--- src/include/acqsf_consts.vh ---
// Offsets, bit positions and reset values of the acquisition status flags block.
`ifndef ACQSF_CONSTS_VH
`define ACQSF_CONSTS_VH
`define ACQSF_ADDR_W 2
`define ACQSF_OFS_STATUS 2'h0
`define ACQSF_OFS_CTRL 2'h1
`define ACQSF_OFS_CLEAR 2'h2
`define ACQSF_BIT_EXT_TRIG 6
`define ACQSF_BIT_GATE 5
`define ACQSF_BIT_TIMER 3
`define ACQSF_BIT_OVERFLOW 2
`define ACQSF_BIT_OVERRUN 1
`define ACQSF_BIT_DATA_AVAIL_FLAG 0
`define ACQSF_BIT_SPARE_HI 7
`define ACQSF_BIT_SPARE_LO 4
`define ACQSF_CTRL_IRQ_EN 0
`define ACQSF_CTRL_POSTTRIG 1
`define ACQSF_CLR_AI 0
`define ACQSF_CLR_TIMER 1
`define ACQSF_CTRL_RESET 2'h0
`define ACQSF_SYNC_RESET 3'h4
`define ACQSF_STATUS_RESET 8'h00
`define ACQSF_UNMAPPED_DATA 32'h0000_0000
`endif

--- src/verilog/acqsf_status_flags.v ---
// Acquisition status flags with an Avalon-MM register slave.
//
// The implementer's own choices: the Avalon-MM interface to the registers and the placing of the registers.
`timescale 1ns/1ps
`include "acqsf_consts.vh"
module acqsf_status_flags (
	// Clock and reset.
	input wire i_core_clk,
	input wire i_srst,
	// Avalon-MM slave.
	input wire [`ACQSF_ADDR_W-1:0] i_avs_address,
	input wire i_avs_read,
	input wire i_avs_write,
	input wire [31:0] i_avs_writedata,
	output reg [31:0] o_avs_readdata,
	output reg o_avs_waitrequest,
	// Pins from outside the clock domain.
	input wire i_external_trigger_in,
	input wire i_acq_gate_in,
	input wire i_external_update_strobe_n,
	// Same-domain converter, counter and FIFO signals.
	input wire i_counter_a2_out,
	input wire i_counter_a0_enabled,
	input wire i_convert_cmd,
	input wire i_adc_busy,
	input wire i_fifo_write,
	input wire i_fifo_full,
	input wire i_fifo_empty,
	// Outputs.
	output reg o_convert_enable,
	output reg o_timer_event_irq,
	output reg [7:0] o_acquisition_status_word
);

	// Synchroniser index of each pin input.
	localparam SYNC_TRIG = 0;
	localparam SYNC_GATE = 1;
	localparam SYNC_UPD = 2;
	localparam SYNC_W = 3;
	localparam [SYNC_W-1:0] SYNC_RST = `ACQSF_SYNC_RESET;
	// Bus slave states.
	localparam AV_IDLE = 1'h0;
	localparam AV_ACK = 1'h1;

	wire [SYNC_W-1:0] pin_raw;
	wire [SYNC_W-1:0] pin_sync;
	reg trig_prev_ff;
	reg upd_n_prev_ff;
	reg a2_prev_ff;
	reg ext_trigger_seen_flag_ff;
	reg timer_event_flag_ff;
	reg overflow_flag_ff;
	reg overrun_flag_ff;
	reg [1:0] ctrl_ff;
	reg av_state_ff;
	reg nxt_av_state;
	reg [31:0] nxt_readdata;
	wire trig_s;
	wire gate_level_flag;
	wire upd_n_s;
	wire av_req;
	wire wr_take;
	wire clr_ai;
	wire clr_tmr;
	wire trig_rise;
	wire a2_rise;
	wire upd_rise;
	wire tmr_rise;
	wire ovf_event;
	wire ovr_event;
	wire [7:0] nxt_status;

	// Pin levels, request decoding and event detection.
	assign pin_raw = {i_external_update_strobe_n, i_acq_gate_in, i_external_trigger_in};
	assign trig_s = pin_sync[SYNC_TRIG];
	assign gate_level_flag = pin_sync[SYNC_GATE];
	assign upd_n_s = pin_sync[SYNC_UPD];
	assign av_req = i_avs_read | i_avs_write;
	assign wr_take = i_avs_write && (av_state_ff == AV_ACK);
	assign clr_ai = wr_take && (i_avs_address == `ACQSF_OFS_CLEAR) && i_avs_writedata[`ACQSF_CLR_AI];
	assign clr_tmr = wr_take && (i_avs_address == `ACQSF_OFS_CLEAR) && i_avs_writedata[`ACQSF_CLR_TIMER];
	assign trig_rise = trig_s & ~trig_prev_ff;
	assign a2_rise = i_counter_a2_out & ~a2_prev_ff;
	assign upd_rise = upd_n_s & ~upd_n_prev_ff;
	assign tmr_rise = a2_rise | upd_rise;
	assign ovf_event = i_fifo_write & i_fifo_full;
	assign ovr_event = i_convert_cmd & i_adc_busy;

	// Two-stage synchroniser per pin input; the strobe idles high, the others low.
	genvar gi;
	generate
		for (gi = 0; gi < SYNC_W; gi = gi + 1) begin : g_sync
			reg sync1_ff;
			reg sync2_ff;
			always @(posedge i_core_clk) begin
				if (i_srst) begin
					sync1_ff <= SYNC_RST[gi];
					sync2_ff <= SYNC_RST[gi];
				end else begin
					sync1_ff <= pin_raw[gi];
					sync2_ff <= sync1_ff;
				end
			end
			assign pin_sync[gi] = sync2_ff;
		end
	endgenerate

	// Previous levels for edge detection; reset loads the trigger and strobe idle levels and the live counter A2 level.
	always @(posedge i_core_clk) begin
		if (i_srst) begin
			trig_prev_ff <= 1'h0;
			upd_n_prev_ff <= 1'h1;
			a2_prev_ff <= i_counter_a2_out;
		end else begin
			trig_prev_ff <= trig_s;
			upd_n_prev_ff <= upd_n_s;
			a2_prev_ff <= i_counter_a2_out;
		end
	end

	// External trigger seen; a set in the clearing cycle wins.
	always @(posedge i_core_clk) begin
		if (i_srst) begin
			ext_trigger_seen_flag_ff <= 1'h0;
		end else if (ctrl_ff[`ACQSF_CTRL_POSTTRIG] && trig_rise) begin
			ext_trigger_seen_flag_ff <= 1'h1;
		end else if (clr_ai) begin
			ext_trigger_seen_flag_ff <= 1'h0;
		end
	end

	// Timer event; a set in the clearing cycle wins.
	always @(posedge i_core_clk) begin
		if (i_srst) begin
			timer_event_flag_ff <= 1'h0;
		end else if (tmr_rise) begin
			timer_event_flag_ff <= 1'h1;
		end else if (clr_tmr) begin
			timer_event_flag_ff <= 1'h0;
		end
	end

	// Overflow; a set in the clearing cycle wins.
	always @(posedge i_core_clk) begin
		if (i_srst) begin
			overflow_flag_ff <= 1'h0;
		end else if (ovf_event) begin
			overflow_flag_ff <= 1'h1;
		end else if (clr_ai) begin
			overflow_flag_ff <= 1'h0;
		end
	end

	// Overrun; a set in the clearing cycle wins.
	always @(posedge i_core_clk) begin
		if (i_srst) begin
			overrun_flag_ff <= 1'h0;
		end else if (ovr_event) begin
			overrun_flag_ff <= 1'h1;
		end else if (clr_ai) begin
			overrun_flag_ff <= 1'h0;
		end
	end

	// Status word bits; the spare positions read zero.
	assign nxt_status[`ACQSF_BIT_SPARE_HI] = 1'h0;
	assign nxt_status[`ACQSF_BIT_EXT_TRIG] = ext_trigger_seen_flag_ff;
	assign nxt_status[`ACQSF_BIT_GATE] = gate_level_flag;
	assign nxt_status[`ACQSF_BIT_SPARE_LO] = 1'h0;
	assign nxt_status[`ACQSF_BIT_TIMER] = timer_event_flag_ff;
	assign nxt_status[`ACQSF_BIT_OVERFLOW] = overflow_flag_ff;
	assign nxt_status[`ACQSF_BIT_OVERRUN] = overrun_flag_ff;
	assign nxt_status[`ACQSF_BIT_DATA_AVAIL_FLAG] = ~i_fifo_empty;

	// Registered outputs derived from flags and gate level.
	always @(posedge i_core_clk) begin
		if (i_srst) begin
			o_convert_enable <= 1'h0;
			o_timer_event_irq <= 1'h0;
			o_acquisition_status_word <= `ACQSF_STATUS_RESET;
		end else begin
			o_convert_enable <= gate_level_flag & i_counter_a0_enabled;
			o_timer_event_irq <= timer_event_flag_ff & ctrl_ff[`ACQSF_CTRL_IRQ_EN];
			o_acquisition_status_word <= nxt_status;
		end
	end

	// Read data selected by the word address.
	always @* begin
		nxt_readdata = `ACQSF_UNMAPPED_DATA;
		case (i_avs_address)
			`ACQSF_OFS_STATUS: begin
				nxt_readdata = {24'h00_0000, nxt_status};
			end
			`ACQSF_OFS_CTRL: begin
				nxt_readdata = {30'h0000_0000, ctrl_ff};
			end
			default: begin
				nxt_readdata = `ACQSF_UNMAPPED_DATA;
			end
		endcase
	end

	// Next state: one wait cycle per request, then one cycle with waitrequest low.
	always @* begin
		nxt_av_state = AV_IDLE;
		case (av_state_ff)
			AV_IDLE: begin
				if (av_req) begin
					nxt_av_state = AV_ACK;
				end
			end
			AV_ACK: begin
				nxt_av_state = AV_IDLE;
			end
			default: begin
				nxt_av_state = AV_IDLE;
			end
		endcase
	end

	// Bus slave registers; a write takes effect in the cycle waitrequest is low.
	always @(posedge i_core_clk) begin
		if (i_srst) begin
			av_state_ff <= AV_IDLE;
			o_avs_waitrequest <= 1'h1;
			o_avs_readdata <= 32'h0000_0000;
			ctrl_ff <= `ACQSF_CTRL_RESET;
		end else begin
			av_state_ff <= nxt_av_state;
			o_avs_waitrequest <= (nxt_av_state != AV_ACK);
			if ((av_state_ff == AV_IDLE) && i_avs_read) begin
				o_avs_readdata <= nxt_readdata;
			end
			if (wr_take && (i_avs_address == `ACQSF_OFS_CTRL)) begin
				ctrl_ff <= i_avs_writedata[1:0];
			end
		end
	end

endmodule // acqsf_status_flags

--- config.mk ---
export PLATFORM = sky130hd
export DESIGN_NAME = acqsf_status_flags
export DESIGN_NICKNAME = d
export VERILOG_FILES = /design/src/verilog/acqsf_status_flags.v
export VERILOG_INCLUDE_DIRS = /design/src /design/src/include
export SDC_FILE = /design/constraint.sdc
export NUM_CORES = 1
export LEC_CHECK = 0
export ABC_AREA = 0
export BUFFER_PORTS_ARGS = -buffer_cell sky130_fd_sc_hd__buf_2
export CAP_MARGIN = 20
export CORE_UTILIZATION = 29
export CTS_CLUSTER_DIAMETER = 120
export DETAILED_ROUTE_END_ITERATION = 16
export MAX_ROUTING_LAYER = met4
export PLACE_DENSITY = 0.72
export SLEW_MARGIN = 25
export SYNTH_ARGS = -nofsm -noshare
export SYNTH_HDL_FRONTEND = slang
export SYNTH_SLANG_ARGS = --single-unit
--- constraint.sdc ---
create_clock -name i_core_clk -period 1.3 [get_ports i_core_clk]
set_clock_uncertainty 0.05 [all_clocks]
set_input_delay 0 -clock i_core_clk [delete_from_list [all_inputs] [get_ports i_core_clk]]
set_output_delay 0 -clock i_core_clk [all_outputs]
set_load 0.02 [all_outputs]
==> Yosys cells after proc, flatten, opt, wreduce, memory -nomap -nowiden <==
Cells that the tools add are included.
{ "totals": {"word_cells": 59, "ff_bits": 59} }
{ "op_classes": {"eq_ne": 2, "reduce_logical": 12, "n_bitwise": 15, "n_mux": 9} }
{ "op_table": {"columns": ["op", "n"], "rows": [
  ["7-bit case mux with 2 select lines", 1],
  ["2-bit nonzero test", 4],
  ["1-bit AND", 7],
  ["1-bit logical AND", 7],
  ["1-bit two-way mux", 7],
  ["1-bit inverter", 6],
  ["2-bit by 1-bit == test with 1-bit output, second input constant", 1],
  ["2-bit == test, second input constant", 1],
  ["2-bit logical NOT", 1],
  ["1-bit bitwise OR", 2],
  ["1-bit case mux with 2 select lines", 1]
]} }

==> Depth between registers and ports, before layout <==
Gate-level depths: netlist of the first run.
{ "depth": {"ltp_word": 5, "depth_mapped": 4} }

==> Least setup slack after synthesis of the first run <==
No wires, ideal clock.
{ "synth_timing": {"kind": "register to register", "startpoint": "register av_state_ff", "endpoint": "register o_avs_readdata[1]", "arrival_ns": 1.040, "slack_ns": 0.148, "path_stages_with_launch": 5, "period_less_slack_ns": 1.152, "cell_sequence": "dfxtp_1 > nand2b_1 > clkbuf_2 > or4_1 > nand3_1"} }
{ "synth_via": {"elab_chain_len": 2} }
{ "synth_lines": {"columns": ["element", "line_no", "rtl"], "rows": [
  ["from (decl)", "acqsf_status_flags.v:55", "reg av_state_ff;"],
  ["from (signal assigned)", "acqsf_status_flags.v:230", "av_state_ff <= nxt_av_state;"],
  ["1-bit inverter", null, null],
  ["1-bit logical AND", "acqsf_status_flags.v:232", "if ((av_state_ff == AV_IDLE) && i_avs_read) begin"],
  ["to (signal assigned)", "acqsf_status_flags.v:233", "o_avs_readdata <= nxt_readdata;"],
  ["to (decl)", "acqsf_status_flags.v:15", "output reg [31:0] o_avs_readdata,"]
]} }
No other way between the ends.
A chain may end at the register's enable or synchronous reset.

==> Worst setup path after layout of the first run <==
{ "layout_timing": {"startpoint": "input i_adc_busy", "endpoint": "register overrun_flag_ff"} }
{ "layout_via": {"elab_chain_len": 2, "word_cells_on_any_way": 3, "cone_classes": "1 x mux; 1 x bitwise; 1 x reduce/logical"} }
{ "layout_lines": {"columns": ["element", "line_no", "rtl"], "rows": [
  ["from (decl)", "acqsf_status_flags.v:25", "input wire i_adc_busy,"],
  ["1-bit AND (*)", "acqsf_status_flags.v:87", "assign ovr_event = i_convert_cmd & i_adc_busy;"],
  ["1-bit two-way mux or 2-bit nonzero test (tied branches)", null, null],
  ["to (signal assigned)", "acqsf_status_flags.v:157", "overrun_flag_ff <= 1'h0;"],
  ["to (signal assigned)", "acqsf_status_flags.v:159", "overrun_flag_ff <= 1'h1;"],
  ["to (signal assigned)", "acqsf_status_flags.v:161", "overrun_flag_ff <= 1'h0;"],
  ["to (decl)", "acqsf_status_flags.v:53", "reg overrun_flag_ff;"]
]} }
Every way passes the cells marked *; elsewhere a longest branch is shown, timed or not.

==> key figures, run 1 <==
Cells and area
  – Synth-to-Final Area Change: 28.5%
  – # fillers: 400
  – Storage element area: about 620 um^2
  – Final net count: 225
  – Multi-input gate area: around 440 um^2
  – Proportion of layout cells with a drive suffix above 1: 0.247
  – ANT cells: 0
  – Final Core Density: 0.389

Worst setup path
  – CP Data Required Time: ~1.4 ns
  – Worst path arrival time: 1.34 ns
  – Reg2Reg Depth: 3
  – Critical-path cell list: dlygate4sd3_1, buf_2, nand2_1, dlygate4sd3_1, o22ai_1
  – R2R setup slack: about 0.21 ns
  – Largest stage delay on the critical path: around 0.55 ns
  – Crit. End Element: register
  – Most used cell, CP: dlygate4sd3_1
  – Crit Path Max Fanout: 1
  – Crit Path Category: input pin to register
  – Critical path's slowest cell: dlygate4sd3_1
  – Worst Setup Start Kind: input pin

Clocking
  – Clk sink count: 31
  – H-tree levels: 2
  – Clock buffer depth: 2
  – Post-CTS Resized: 0
  – TritonCTS clock tree: built
  – CTS root buffer: clkbuf_8
  – CTS clock-pin slew for the worst setup and hold paths: 0.06 ns
  – Total CTS buffers: 5
  – Clock Latency Late Sink: about 0.27 ns
  – Postcts setup bufs: 0

Timing
  – Final Max Tran Viols: 0
  – WHS: between 0.007 and 0.008 ns
  – Setup ws final: between 0.06 and 0.07 ns
  – Final setup fails: 0
  – Min Tclk post-route: between 1 and 1.5 ns
  – Fin crit share: 0.951
  – Max Clock Freq: 0.809 GHz
  – Setup TNS: 0 ns
  – RSZ-0062 raised after global routing: false
  – Hold Fails Final Rpt: 0

Power
  – VDD IR-drop max: about 0.43 mV
  – Power density cells: between 1000 and 1500 nW/um^2
  – Leakage: 0.775 nW

Global route
  – First-pass GRT wire length: about 3300 um
  – Number of global-route vias before repair: just under 800
  – Grt ovf: 0
  – Antenna violations before repair: 0
  – Largest net degree at the start of global routing: 26
  – Total GRT Usage: 0.104

Routing
  – DRT Wirelength: ~2100 um
  – Vias per cell: a little under 4
  – ANT nets after route: 0
  – Post-DR wirelength/cell: between 9 and 10 um
  – Initial detailed-routing violation count: 37
  – Via Count: 904
  – Drt pass-1 iters: 4
  – Drt drc: 0

Synthesis
  – Synthesized area: ~1200 um^2
  – Post-synth EDFFs: 0
  – Post-synthesis instance total: between 100 and 150
  – Post-synth top area cell: dfxtp_1
  – Synth top cells by count: 31 x dfxtp_1, 28 x buf_4, 10 x nor2_1
  – Yosys top cell area share: 0.513
  – Async set-or-reset flop fraction in the synthesized netlist: 0
  – Most frequent cell after synthesis: dfxtp_1
  – Yosys cell types: 26
  – Most common flop cell mapped by yosys: dfxtp_1
  – Warnings, synthesis: 0
  – Seq/Total Area, Yosys: 0.513
  – Flops & latches, synth: 31
  – Avg Cell Area, Syn: approximately 9.7 um^2
  – Largest cells by area after synthesis: dfxtp_1 51%, buf_4 17%, nor2b_1 4.7%, nor2_1 3.1%, a22oi_1 2.5%

Hold path
  – Hold Path Depth: 3
  – Worst hold path type: input pin to register

Floorplan
  – Die span in y: around 67 um
  – Initial Util: 0.302
  – Row Count: 23
  – Core Region: ~4000 um^2
  – Ports: between 90 and 100
  – Full die area: roughly 4400 um^2
  – Die X: roughly 67 um

Placed design
  – RD Place Congestion: ~0.74
  – Hpwl dp: approximately 1500 um
  – PortBufs: 32
  – Place WS: roughly 0.22 ns

Outcome
  – Status: complete, no violations

Run
  – Max-Cap Viols: 0
-- metrics by stage --
step	total power [W]	std cells	instance area (um^2)
3_3_place_gp	0.00122	206	1330
2_1_floorplan	0.00123	152	1310
5_1_grt	0.00204	228	1560
6_report	0.00194	228	1560
4_1_cts	0.00196	228	1560
3_5_place_dp	0.00123	206	1330
-- logic make-up after synthesis --
group,after synthesis,share of synthesized area
and+or+nand+nor,41,0.191
buffers and inverters,39,0.209
DFF,31,0.513
AOI/OAI and AO/OA,11,0.0672
muxes,2,0.0165
other,1,0.00310
-- cell type report --
cell class,count,area share
clock buffer,7,0.0491
clock inverter,1,0.00322
inverter,8,0.0193
multi-input combinational,82,0.282
sequential,31,0.399
tap,50,0.0402
timing repair buffer,49,0.208
-- repair_timing --
item | in CTS | in global routing
setup endpoints to repair | 0 | 0
hold buffers | 14 | 0
endpoints found under the hold margin | 14 | 0
-- layout by cell type (no fill, tap or decap), drive strengths merged --
| cell | netlist | final |
|---|---|---|
| clkinv | 0 | 1 |
| nand3b | 2 | 2 |
| nand2 | 4 | 4 |
| and2 | 2 | 2 |
| inv | 8 | 8 |
| or2 | 3 | 3 |
| clkbuf | 3 | 7 |
| dfxtp | 31 | 31 |
| o21a | 1 | 1 |
| nand2b | 4 | 4 |
| o211ai | 1 | 1 |
| o22ai | 2 | 2 |
| dlygate4sd3 | 0 | 14 |
| nand3 | 1 | 1 |
| mux2i | 2 | 2 |
| a21oi | 1 | 1 |
| nand4 | 2 | 2 |
| conb | 1 | 28 |
| nor2 | 10 | 10 |
| nor2b | 9 | 9 |
| or4 | 1 | 1 |
| o2bb2ai | 1 | 1 |
| buf | 28 | 35 |
| nor4b | 1 | 1 |
| a22oi | 4 | 4 |
| a222oi | 1 | 1 |
| nand4b | 2 | 2 |
-- worst max-delay path: cells and delay by family --
family | cells | cell delay [ns]
simple gates | 1 | 0.05
buf+inv | 3 | 1.22
compound gates | 1 | 0.07
-- routing by layer --
| layer | global-route usage | vias to the layer above | routed length (um) |
|---|---|---|---|
| met1 | 0.108 | 402 | 941 |
| met4 | 0.0559 | 0 | 36 |
| met3 | 0.0462 | 5 | 144 |
| met2 | 0.165 | 43 | 1020 |
| met5 | - | - | 0 |
| li1 | - | 454 | - |
-- final timing paths --
path | startpoint | endpoint
max | i_adc_busy | overrun_flag_ff$_SDFFE_PP0P_
max reg2reg | av_state_ff$_SDFF_PP0_ | overrun_flag_ff$_SDFFE_PP0P_
min reg2reg | g_sync[2].sync1_ff$_SDFF_PP1_ | g_sync[2].sync2_ff$_SDFF_PP1_
min | i_srst | o_acquisition_status_word[1]$_SDFF_PP0_
-- power by group --
group	total (W)	internal, W	switching (W)
clock	0.000703	0.000375	0.000328
sequential	0.00100	0.000987	0.0000150
combinational	0.000240	0.0000891	0.000151
total	0.00194	0.00145	0.000494
-- sequential cells by signal, summed over array words and instances (netlist names) --
| signal | flops |
|---|---|
| o_acquisition_status_word | 6 |
| timer_event_flag_ff | 1 |
| o_avs_readdata | 6 |
| o_timer_event_irq | 1 |
| g_sync.sync2_ff | 3 |
| ext_trigger_seen_flag_ff | 1 |
| overflow_flag_ff | 1 |
| o_convert_enable | 1 |
| ctrl_ff | 2 |
| o_avs_waitrequest | 1 |
| g_sync.sync1_ff | 3 |
| upd_n_prev_ff | 1 |
| trig_prev_ff | 1 |
| overrun_flag_ff | 1 |
| a2_prev_ff | 1 |
| av_state_ff | 1 |
Note: power is estimated with default switching activity, not from simulation.
==> run 2, diff against run 1 <==
--- a/config.mk
+++ b/config.mk
@@ -7,13 +7,13 @@
 export NUM_CORES = 1
 export LEC_CHECK = 0
 export ABC_AREA = 0
-export BUFFER_PORTS_ARGS = -buffer_cell sky130_fd_sc_hd__buf_2
 export CAP_MARGIN = 20
 export CORE_UTILIZATION = 29
 export CTS_CLUSTER_DIAMETER = 120
 export DETAILED_ROUTE_END_ITERATION = 16
+export DONT_BUFFER_PORTS = 1
 export MAX_ROUTING_LAYER = met4
-export PLACE_DENSITY = 0.72
+export PLACE_DENSITY = 0.54
 export SLEW_MARGIN = 25
 export SYNTH_ARGS = -nofsm -noshare
 export SYNTH_HDL_FRONTEND = slang
==> key figures, run 2 (synthesis gave the netlist of run 1 again) <==
Timing
  – RSZ-0062 raised after global routing: false
  – Fin crit share: 0.979 (+0.0276)
  – Max Clock Freq: 0.786 GHz (-2.8%)
  – Min Tclk post-route: 1.27 ns (+0.0358 ns)
  – WHS: -0.263 ns (-0.271 ns)
  – Setup TNS: 0 ns (unchanged)
  – Final Max Tran Viols: 0 (unchanged)
  – Final setup fails: 0 (unchanged)
  – Hold Fails Final Rpt: 20 (+20)

Global route
  – Most Crowded Layer GR: met2
  – GR Util met1: 0.118 (+0.0103)
  – Total GRT Usage: 0.111 (+0.00736)
  – Grt ovf: 0 (unchanged)
  – Number of global-route vias before repair: 690 (-11%)
  – Grt met2 use: 0.170 (+0.00505)
  – Antenna violations before repair: 0 (unchanged)
  – Met3 Use GR: 0.0616 (+0.0154)
  – First-pass GRT wire length: 3380 um (+3.4%)
  – Largest net degree at the start of global routing: 27 (+3.8%)

Clocking
  – Clock buffer depth: 2 (unchanged)
  – CTS root buffer: clkbuf_8
  – Hold Buf Count CTS: 20 (+6)
  – H-tree levels: 2 (unchanged)
  – Total CTS buffers: 5 (unchanged)
  – Clock Latency Late Sink: 0.28 ns (about the same)
  – Clk sink count: 31 (unchanged)
  – TritonCTS clock tree: built
  – CTS clock-pin slew for the worst setup and hold paths: 0.06 ns (about the same)

Floorplan
  – Die span in y: 66.6 um (unchanged)
  – Initial Util: 0.302 (unchanged)
  – Core Region: 4000 um^2 (unchanged)
  – Die X: 66.6 um (unchanged)
  – Ports: 91 (unchanged)
  – Full die area: 4430 um^2 (unchanged)
  – Row Count: 23 (unchanged)

Power
  – Leakage: 0.639 nW (-18%)
  – Power density cells: 1310 nW/um^2 (+4.9%)
  – VDD IR-drop max: 0.331 mV (-23%)

Routing
  – Initial detailed-routing violation count: 40 (+8.1%)
  – Post-DR wirelength/cell: 11.1 um (+19%)
  – Drt pass-1 iters: 4 (unchanged)
  – ANT nets after route: 0 (unchanged)
  – Drt drc: 0 (unchanged)
  – DRT Wirelength: 2200 um (+2.5%)
  – Via Count: 815 (-9.8%)
  – Vias per cell: 4.14 (+4.3%)

Cells and area
  – Proportion of layout cells with a drive suffix above 1: 0.0748 (-0.172)
  – Final instance area: 1430 um^2 (-8.4%)
  – Largest registers: o_acquisition_status_word (6), o_avs_readdata (6)
  – ANT cells: 0 (unchanged)
  – Final Core Density: 0.356 (-0.0325)
  – Commonest non-fill, non-tap cells in the layout: 31 x dfxtp_1, 28 x conb_1, 18 x dlygate4sd3_1
  – # fillers: 430 (+7.5%)
  – Final net count: 196 (-13%)
  – Leading cell type in the layout, fill and taps excluded: dfxtp_1
  – Synth-to-Final Area Change: 17.8%

Worst setup path
  – Cell count along the critical path: 2 (-3)
  – Largest stage delay on the critical path: 0.55 ns (about the same)
  – Critical path's slowest cell: dlygate4sd3_1
  – Crit. End Element: register
  – WP buf/inv: 1 (-2)
  – Worst Setup Start Kind: register
  – Worst path arrival time: 1.38 ns (+0.04 ns)
  – Crit Path Max Fanout: 1 (unchanged)
  – CP Data Required Time: 1.41 ns (about the same)
  – Kind of cell adding the most delay to the critical path: buffers and inverters
  – Critical-path cell list: or2_2, dlygate4sd3_1
  – Crit Path Category: register to register
  – Reg2Reg Depth: 2 (-1)

Hold path
  – Worst hold path type: input pin to register
  – Hold Path Depth: 1 (-2)

Outcome
  – Status: finished with violations
  – Failing checks: negative hold slack

Run
  – Max-Cap Viols: 0 (unchanged)

Placed design
  – Placed inst area: 1170 um^2 (-13%)
  – PortBufs: 0 (-100%)
  – RD Place Congestion: 0.694 (-5.9%)
  – Hpwl dp: 1430 um (-4.1%)
[run 2: changes by cell type in the layout (fill, tap and decap cells not counted), sizes merged]
cell | previous run | this run
dlygate4sd3 | 14 | 18
clkbuf | 7 | 6
clkinv | 1 | 0
buf | 35 | 2
[run 2: routing by layer]
metal / up-vias / part of all wire / routed length (um)
met2: 46 / 0.45 / 987
li1: 396 / - / -
met1: 368 / 0.43 / 952
met3: 5 / 0.099 / 218
met5: - / 0 / 0
met4: 0 / 0.017 / 38
[run 2: area by class of cell]
cell class / count / area [um^2] / area share
clock buffers: 6 / 72.6 / 0.0509
repair buffers: 20 / 195 / 0.137
flip-flops and latches: 31 / 621 / 0.435
well taps: 50 / 62.6 / 0.0439
multi-input cells: 82 / 444 / 0.312
inverters: 8 / 30.0 / 0.0211
[run 2: stage by stage]
stage / hold slack (ns) / total power [W] / worst slack (ns) / std cells
3_5_place_dp: -0.0221 / 0.00118 / 0.196 / 173
4_1_cts: -0.271 / 0.00189 / 0.0145 / 199
6_report: -0.263 / 0.00187 / 0.0276 / 197
5_1_grt: -0.278 / 0.00196 / 0.00964 / 197
3_3_place_gp: -0.0221 / 0.00117 / 0.244 / 173
2_1_floorplan: -0.0223 / 0.00123 / 0.148 / 152
[run 2: power by group]
group / switching, W / internal [W] / total (W)
combinational: 0.000114 / 0.0000673 / 0.000181
clock: 0.000313 / 0.000355 / 0.000669
sequential: 0.0000324 / 0.000988 / 0.00102
total: 0.000460 / 0.00141 / 0.00187
[run 2: path summary, 6_finish.rpt]
check,from,to,slack [ns]
worst min register to register,g_sync[2].sync2_ff$_SDFF_PP1_,upd_n_prev_ff$_SDFF_PP1_,0.40
worst max-delay path,g_sync[2].sync1_ff$_SDFF_PP1_,g_sync[2].sync2_ff$_SDFF_PP1_,0.03
worst min-delay path,i_srst,ctrl_ff[1]$_SDFFE_PP0P_,-0.26
worst max register to register,g_sync[2].sync1_ff$_SDFF_PP1_,g_sync[2].sync2_ff$_SDFF_PP1_,0.03
[run 2: what timing repair did]
action                                 in CTS  in global routing
setup endpoints to repair                   0                  3
resized for setup                           0                  1
buffers inserted                            0                  0
endpoints found under the hold margin      31                 20
